[src/wfifo_defines.svh]
// Purpose: Constants for the write side of a dual-clock word queue.
// Assumes: Included by bare name; definitions only.
// Notes: Types live in wfifo_pkg.
//
// Function
// - Core reset clears all logic in write and read domains.
// - Core reset is asynchronous and synchronised in each domain before use.
// - Core reset returns all pointers and output registers to initial state.
// - While sleep is held, the block stays in power-saving mode.
// - All write-side signals are sampled or updated on the write clock edge.
// - Write request when not full and not sleeping stores the input word.
// - While full, write requests are ignored and nothing is stored.
// - A write while full leaves stored words and pointers unchanged.
// - Write-domain reset reinitialises write-domain pointers and flags only.
// - Almost-full asserts when exactly one more word fits.
// - High-water flag asserts when count reaches the assert threshold.
// - High-water flag clears when count drops below the negate threshold.
// - Overflow pulses one cycle after a rejected write.
// - Write acknowledge pulses one cycle after a successful write.
// - Write fill count lags the write pointer by one cycle and can under-report; a write shows two edges later.
`ifndef WFIFO_DEFINES_SVH
`define WFIFO_DEFINES_SVH
`define WF_DEPTH 16
`define WF_ADDR_W 4
`define WF_DATA_W 8
`define WF_STAGE_DEPTH 8
`define WF_SYNC_STAGES 2
`endif

[src/wfifo_pkg.sv]
// Purpose: Types for the write side of a dual-clock word queue.
// Assumes: Nothing beyond the constants header.
// Notes: State enum for reset sequencing.
package wfifo_pkg;
    typedef enum logic [1:0] {RST_HOLD, RST_RUN} rst_state_type;
endpackage

[src/stage_fifo.sv]
// Purpose: Small synchronous valid/ready FIFO in the write data path.
// Assumes: Single clock, synchronous active-high clear.
// Notes: Depth must be a power of two.
`timescale 1ns/100ps
`default_nettype none
module stage_fifo #(
    parameter int WIDTH = 8,
    parameter int DEPTH = 8
) (
    // Clock and clear
    input wire logic core_clk_i,
    input wire logic clear_i,
    // Fill side
    input wire logic in_valid_i,
    input wire logic [WIDTH-1:0] in_data_i,
    output logic in_ready_o,
    // Drain side
    output logic out_valid_o,
    output logic [WIDTH-1:0] out_data_o,
    input wire logic out_ready_i
);
    localparam int AW = $clog2(DEPTH);
    logic [WIDTH-1:0] mem [DEPTH];
    logic [AW:0] wp;
    logic [AW:0] rp;
    wire push = in_valid_i && in_ready_o;
    wire pop = out_valid_o && out_ready_i;
    wire is_full = (wp[AW] != rp[AW]) && (wp[AW-1:0] == rp[AW-1:0]);
    assign in_ready_o = !is_full;
    assign out_valid_o = (wp != rp);
    assign out_data_o = mem[rp[AW-1:0]];
    always_ff @(posedge core_clk_i) begin
        if (clear_i) begin
            wp <= '0;
            rp <= '0;
        end else begin
            if (push) begin
                wp <= wp + 1'b1;
            end
            if (pop) begin
                rp <= rp + 1'b1;
            end
        end
    end
    always_ff @(posedge core_clk_i) begin
        if (push) begin
            mem[wp[AW-1:0]] <= in_data_i;
        end
    end
endmodule
`default_nettype wire

[src/wfifo_write_side.sv]
// Purpose: Write-side control of a dual-clock word queue with status flags.
// Assumes: Producer inputs are synchronous to core_clk_i; read pointer arrives gray-coded.
// Notes: Storage is external; this block drives the write strobe, address and data.
`timescale 1ns/100ps
`default_nettype none
`include "wfifo_defines.svh"
module wfifo_write_side
    import wfifo_pkg::*;
#(
    parameter int DATA_W = `WF_DATA_W,
    parameter int ADDR_W = `WF_ADDR_W,
    parameter int STAGE_DEPTH = `WF_STAGE_DEPTH
) (
    // Clock, resets and sleep
    input wire logic core_clk_i,
    input wire logic srst_i,
    input wire logic core_rst_async_i,
    input wire logic wr_rst_i,
    input wire logic sleep_i,
    // Producer stream
    input wire logic wr_req_i,
    input wire logic [DATA_W-1:0] wr_data_i,
    output logic stage_ready_o,
    // Thresholds
    input wire logic [ADDR_W:0] hw_assert_i,
    input wire logic [ADDR_W:0] hw_negate_i,
    // Status
    output logic full_o,
    output logic almost_full_o,
    output logic high_water_o,
    output logic wr_ack_o,
    output logic overflow_o,
    output logic [ADDR_W:0] wr_count_o,
    output logic sleeping_o,
    output logic rst_busy_o,
    // Storage and read-side crossing
    output logic mem_we_o,
    output logic [ADDR_W-1:0] mem_addr_o,
    output logic [DATA_W-1:0] mem_data_o,
    output logic [ADDR_W:0] wr_ptr_gray_o,
    output logic rd_rst_o,
    input wire logic [ADDR_W:0] rd_ptr_gray_i
);
    localparam logic [ADDR_W:0] CAP = (ADDR_W+1)'(1 << ADDR_W);

    // Core reset synchroniser; the first stage feeds only the second.
    logic rs1;
    logic rs2;
    logic core_rst;
    always_ff @(posedge core_clk_i or posedge core_rst_async_i) begin
        if (core_rst_async_i) begin
            rs1 <= 1'b1;
            rs2 <= 1'b1;
        end else begin
            rs1 <= 1'b0;
            rs2 <= rs1;
        end
    end
    assign core_rst = rs2 || srst_i;
    wire dom_rst = core_rst || wr_rst_i;

    // Read pointer crossing.
    logic [ADDR_W:0] rg1;
    logic [ADDR_W:0] rg2;
    always_ff @(posedge core_clk_i) begin
        if (dom_rst) begin
            rg1 <= '0;
            rg2 <= '0;
        end else begin
            rg1 <= rd_ptr_gray_i;
            rg2 <= rg1;
        end
    end
    function automatic logic [ADDR_W:0] g2b(input logic [ADDR_W:0] g);
        logic [ADDR_W:0] b;
        b = '0;
        for (int i = ADDR_W; i >= 0; i--) begin
            b[i] = (i == ADDR_W) ? g[i] : (b[i+1] ^ g[i]);
        end
        return b;
    endfunction
    wire [ADDR_W:0] rd_bin = g2b(rg2);

    // Front staging FIFO; held back while sleeping so the path stays quiet.
    logic st_valid;
    logic [DATA_W-1:0] st_data;
    logic st_ready;
    logic in_ready;
    stage_fifo #(.WIDTH(DATA_W), .DEPTH(STAGE_DEPTH)) u_stage (
        .core_clk_i(core_clk_i),
        .clear_i(dom_rst),
        .in_valid_i(wr_req_i && !sleeping_o),
        .in_data_i(wr_data_i),
        .in_ready_o(in_ready),
        .out_valid_o(st_valid),
        .out_data_o(st_data),
        .out_ready_i(st_ready)
    );

    logic [ADDR_W:0] wp;
    wire [ADDR_W:0] used = wp - rd_bin;
    wire at_cap = (used == CAP);
    wire accept = st_valid && !full_o && !sleeping_o;
    wire reject = st_valid && full_o && !sleeping_o;
    assign st_ready = accept || reject;
    wire [ADDR_W:0] next_wp = accept ? wp + 1'b1 : wp;
    wire [ADDR_W:0] next_used = next_wp - rd_bin;
    wire [ADDR_W:0] next_gray = next_wp ^ (next_wp >> 1);

    // Threshold capture during reset.
    logic [ADDR_W:0] th_on;
    logic [ADDR_W:0] th_off;
    rst_state_type rst_state;
    always_ff @(posedge core_clk_i) begin
        if (core_rst) begin
            rst_state <= RST_HOLD;
            th_on <= hw_assert_i;
            th_off <= hw_negate_i;
        end else begin
            case (rst_state)
                RST_HOLD: rst_state <= RST_RUN;
                default: rst_state <= RST_RUN;
            endcase
        end
    end

    always_ff @(posedge core_clk_i) begin
        if (dom_rst) begin
            wp <= '0;
            wr_ptr_gray_o <= '0;
            full_o <= 1'b0;
            almost_full_o <= 1'b0;
            high_water_o <= 1'b0;
            wr_ack_o <= 1'b0;
            overflow_o <= 1'b0;
            wr_count_o <= '0;
            mem_we_o <= 1'b0;
            mem_addr_o <= '0;
            mem_data_o <= '0;
        end else begin
            wp <= next_wp;
            wr_ptr_gray_o <= next_gray;
            full_o <= (next_used == CAP);
            almost_full_o <= (next_used == CAP - 1'b1);
            if (next_used >= th_on) begin
                high_water_o <= 1'b1;
            end else if (next_used < th_off) begin
                high_water_o <= 1'b0;
            end
            wr_ack_o <= accept;
            overflow_o <= reject;
            wr_count_o <= used;
            mem_we_o <= accept;
            mem_addr_o <= wp[ADDR_W-1:0];
            mem_data_o <= st_data;
        end
    end

    always_ff @(posedge core_clk_i) begin
        if (core_rst) begin
            sleeping_o <= 1'b0;
            rst_busy_o <= 1'b1;
            rd_rst_o <= 1'b1;
            stage_ready_o <= 1'b0;
        end else begin
            sleeping_o <= sleep_i;
            rst_busy_o <= (rst_state == RST_HOLD);
            rd_rst_o <= 1'b0;
            stage_ready_o <= in_ready && !sleep_i && !wr_rst_i;
        end
    end

    property p_ack;
        @(posedge core_clk_i) disable iff (dom_rst) accept |=> wr_ack_o;
    endproperty
    a_ack: assert property (p_ack) else $error("ack missing");
    property p_ovf;
        @(posedge core_clk_i) disable iff (dom_rst) reject |=> overflow_o && !wr_ack_o;
    endproperty
    a_ovf: assert property (p_ovf) else $error("overflow missing");
    property p_nofull_write;
        @(posedge core_clk_i) disable iff (dom_rst) full_o |-> !accept;
    endproperty
    a_nofull_write: assert property (p_nofull_write) else $error("write while full");
    property p_ptr_hold;
        @(posedge core_clk_i) disable iff (dom_rst) (st_valid && full_o) |=> $stable(wp);
    endproperty
    a_ptr_hold: assert property (p_ptr_hold) else $error("pointer moved on overflow");
    property p_store;
        @(posedge core_clk_i) disable iff (dom_rst) accept |=> mem_we_o && mem_data_o == $past(st_data);
    endproperty
    a_store: assert property (p_store) else $error("word not stored");
    property p_full;
        @(posedge core_clk_i) disable iff (dom_rst) full_o |-> (wp - $past(rd_bin)) == CAP;
    endproperty
    a_full: assert property (p_full) else $error("full without capacity");
    property p_af;
        @(posedge core_clk_i) disable iff (dom_rst) almost_full_o |-> !full_o;
    endproperty
    a_af: assert property (p_af) else $error("almost full with full");
    property p_hw;
        @(posedge core_clk_i) disable iff (dom_rst) (!high_water_o ##1 high_water_o) |-> (wp - $past(rd_bin)) >= th_on;
    endproperty
    a_hw: assert property (p_hw) else $error("high water early");
    property p_rst;
        @(posedge core_clk_i) wr_rst_i |=> wp == '0 && !full_o && !wr_ack_o;
    endproperty
    a_rst: assert property (p_rst) else $error("write reset ineffective");
endmodule
`default_nettype wire

[config.mk]
export PLATFORM = sky130hd
export DESIGN_NAME = wfifo_write_side
export DESIGN_NICKNAME = d
export VERILOG_FILES = /design/src/wfifo_pkg.sv /design/src/stage_fifo.sv /design/src/wfifo_write_side.sv
export VERILOG_INCLUDE_DIRS = /design/src /design/src/src
export SDC_FILE = /design/constraint.sdc
export NUM_CORES = 1
export LEC_CHECK = 0
export BUFFER_PORTS_ARGS = -buffer_cell sky130_fd_sc_hd__buf_2
export CAP_MARGIN = 10
export CORE_ASPECT_RATIO = 0.5
export CORE_MARGIN = 8
export CORE_UTILIZATION = 28
export DETAILED_ROUTE_END_ITERATION = 12
export PLACE_DENSITY_LB_ADDON = 0.05
export SLEW_MARGIN = 30
export SYNTH_ARGS = -nofsm -noshare
export SYNTH_HDL_FRONTEND = slang
export SYNTH_HIERARCHICAL = 1
export SYNTH_SLANG_ARGS = --single-unit
[constraint.sdc]
create_clock -name core_clk_i -period 3.8 [get_ports core_clk_i]
set_input_delay 0.57 -clock core_clk_i [delete_from_list [all_inputs] [get_ports core_clk_i]]
set_output_delay 0.57 -clock core_clk_i [all_outputs]
set_load 0.03 [all_outputs]
==> flow_summary.json <==
{
  "grt_remaining_overflow": 0,
  "syn_nets": 431,
  "fill_cells": 1877,
  "finalInstanceArea_sq_um": 6840,
  "final.period_utilization_pct": 94.2,
  "reg2reg_setup_slack_ns": 0.22,
  "worst_setup_path_end_kind": "flip-flop",
  "drive_gt1_share_pct": 32.5,
  "synth_flop_cell": "edfxtp_1",
  "sw_frac_of_total_pct": 20.7,
  "ff2ff_path_depth": 16,
  "antenna_cells": 0,
  "path_class": "flip-flop to flip-flop",
  "finalNetCount": 515,
  "synthArstFlopShare_pct": 1.50,
  "cts_tree": "yes",
  "r2r-start": "u_stage/rp[0]",
  "cap_violations": 0,
  "synth_edf_count": 74,
  "dp.final_hpwl_um": 8480,
  "routabilityCongestion": 0.742,
  "start_util_pct": 28.4,
  "timing.fmax_ghz": 0.279,
  "ir_drop_mv": 0.281,
  "fin_total_pwr_uw": 3400,
  "pwr-share-comb_pct": 3.8,
  "clkLatencyLatePin_ns": 0.41,
  "synth_top_area_cell": "edfxtp_1",
  "cts_buffers": 17,
  "power_leakage_uw": 0.00268,
  "cp-start-kind": "flip-flop",
  "cts_hold_buf": 0,
  "yosys_register_bits": 133,
  "drt_iter0_markers": 106,
  "grt_first_pass_wirelength_um": 19900,
  "die-area_sq_um": 24600,
  "fin_skew_ns": 0.00740,
  "setup_viol": 0,
  "routed_wl_um": 12600,
  "port_buffers": 60,
  "synth.area.top_cells": "edfxtp_1 (41%), dfxtp_1 (21%), mux4_2 (6.6%), ha_1 (4.6%), and2_1 (2.7%)",
  "hold_path_class": "primary input to asynchronous set/reset pin",
  "stdcell_count": 743,
  "grt_usage_pct": 11.0,
  "r2r-end": "high_water_o",
  "wl_per_cell_um": 17.0,
  "hold_viol": 0,
  "drc_errors": 0,
  "fin_tns_setup_ns": 0,
  "seqPwrFrac_pct": 45.6,
  "powerDensity_nw_per_um2": 497,
  "cts_root_buf": "clkbuf_16",
  "clockPowerShare_pct": 50.6,
  "status": "complete, no violations",
  "firstDrtPassIters": 4,
  "crit_arrival_ns": 3.88,
  "netlist.area_leader.share_pct": 40.5,
  "clk_pin_slew_ns": 0.06,
  "core_area_sq_um": 19300,
  "slew_viol_final": 0,
  "crit_required_ns": 4.09,
  "die_w_um": 214,
  "startpoint": "u_stage/rp[0]",
  "synth_cells": 380,
  "synthDistinctLibCells": 50,
  "worst_pin_slew_ns": 0.936,
  "cts.sinks": 133,
  "p_switching_uw": 705,
  "final_common_cell": "edfxtp_1",
  "placedCellCount": 710,
  "via_per_inst": 4.28,
  "cp_max_fo": 6,
  "min_period_ns": 3.58,
  "rsz0062_at_grt": "no",
  "yosysSeqAreaShare_pct": 62.3,
  "htree_num_levels": 4,
  "io_pins": 61,
  "num_vias": 3182,
  "layout_common_cells": "edfxtp_1 (74), buf_2 (60), dfxtp_1 (55)",
  "synth.avg_cell_area_sq_um": 14.4,
  "ys_warn_count": 6,
  "p_int_uw": 2700,
  "num_rows": 36,
  "relSlewSlack_pct": 37.3,
  "grt_pass1_vias": 3388,
  "hold_slack_ns": 0.170,
  "place_area_sq_um": 6200,
  "antenna_found_initial": 0,
  "postRouteAntennaNets": 0,
  "synth_area_sq_um": 5480,
  "area_delta_synth_final_pct": 24.7,
  "max-clock-path-buffers": 2,
  "grt_max_degree": 27,
  "die_h_um": 115
}
cells by family after synthesis:
kind of cell / after synthesis / synth area share [%]
DFF: 133 / 62.3
muxes: 36 / 10.5
and+or+nand+nor: 100 / 10.9
xor gates and xnor gates: 28 / 5.02
other: 1 / 0.0684
buffers and inverters: 38 / 3.08
AOI/OAI and AO/OA: 22 / 2.79
adders and majority gates: 22 / 5.30
sequential cells by signal, summed over array words and instances (netlist names), 4 cells and up, named ones only:
name           count
u_stage/wp         4
u_stage/mem       64
wp                 4
rg2                5
rg1                5
wr_ptr_gray_o      5
mem_addr_o         4
wr_count_o         5
mem_data_o         8
th_off             5
u_stage/rp         4
th_on              5
critical path: stages (launching register included):
cell	delay (ns)
dfxtp_1	0.46
xor2_1	0.14
nor3_2	0.20
nand2_1	0.10
nor3b_4	0.16
buf_4	0.16
xnor2_1	0.14
ha_1	0.24
fa_1	0.40
nand2b_1	0.16
a21oi_1	0.15
xnor2_1	0.19
xnor2_2	0.18
ha_1	0.27
o21ai_0	0.15
a21oi_1	0.06
o31a_1	0.28
per-layer routing:
| metal | wire length, um | track usage, % |
|---|---|---|
| met2 | 5990 | 17.7 |
| met4 | 127 | 3.54 |
| met3 | 480 | 3.40 |
| met1 | 6050 | 13.9 |
| met5 | 0 | 0 |
through the flow:
step,utilization [%],setup WS (ns)
floorplan,-,0.325
global placement,32.0,0.306
detailed placement,32.1,0.203
CTS,35.2,0.146
global route,35.4,0.00184
finish,35.4,0.219
cell usage after synthesis, types with 3 or more instances:
cell type and count:
edfxtp_1 74, dfxtp_1 57, nor2_1 26, and2_1 24, inv_1 21, ha_1 20, mux4_2 16, xnor2_1 15
mux2_2 12, xor2_1 9, nor2b_1 8, nand2_1 7, a21oi_1 6, buf_2 6, mux2i_1 6, nand2b_1 5
nand4_1 5, nor3b_1 5, clkbuf_1 4, nor3_1 4, a21o_1 3, a41oi_1 3, buf_4 3, o211ai_1 3
o21ai_0 3, or3_1 3
layout make-up:
| class | instances | area, sq um | share of cell area (%) |
|---|---|---|---|
| multi-input combinational | 209 | 1930 | 28.3 |
| clock buffer | 19 | 433 | 6.33 |
| inverter | 22 | 82.6 | 1.21 |
| tap | 266 | 333 | 4.87 |
| timing repair buffer | 81 | 458 | 6.70 |
| clock inverter | 13 | 179 | 2.62 |
| sequential | 133 | 3420 | 50.0 |
timing repair:
action,in CTS,in global routing
setup buffers,0,1
setup endpoints to repair,0,1
resized for setup,0,5
power groups by stage:
stage          clock network [uW]  logic (uW)  registers, uW
3_3_place_gp                    0         128           1580
3_5_place_dp                    0         132           1580
5_1_grt                      1840         145           1550
4_1_cts                      1770         133           1550
6_report                     1720         129           1550
2_1_floorplan                   0        67.2           1590
worst max-delay path by stage:
stage / to / slack (ns) / depth (start not counted)
2_1_floorplan: high_water_o / 0.33 / 16
3_3_place_gp: high_water_o / 0.31 / 15
3_5_place_dp: high_water_o / 0.20 / 15
4_1_cts: high_water_o / 0.15 / 14
5_1_grt: high_water_o / 0.002 / 16
6_report: high_water_o / 0.22 / 16
Note: power is estimated with default switching activity, not from simulation.
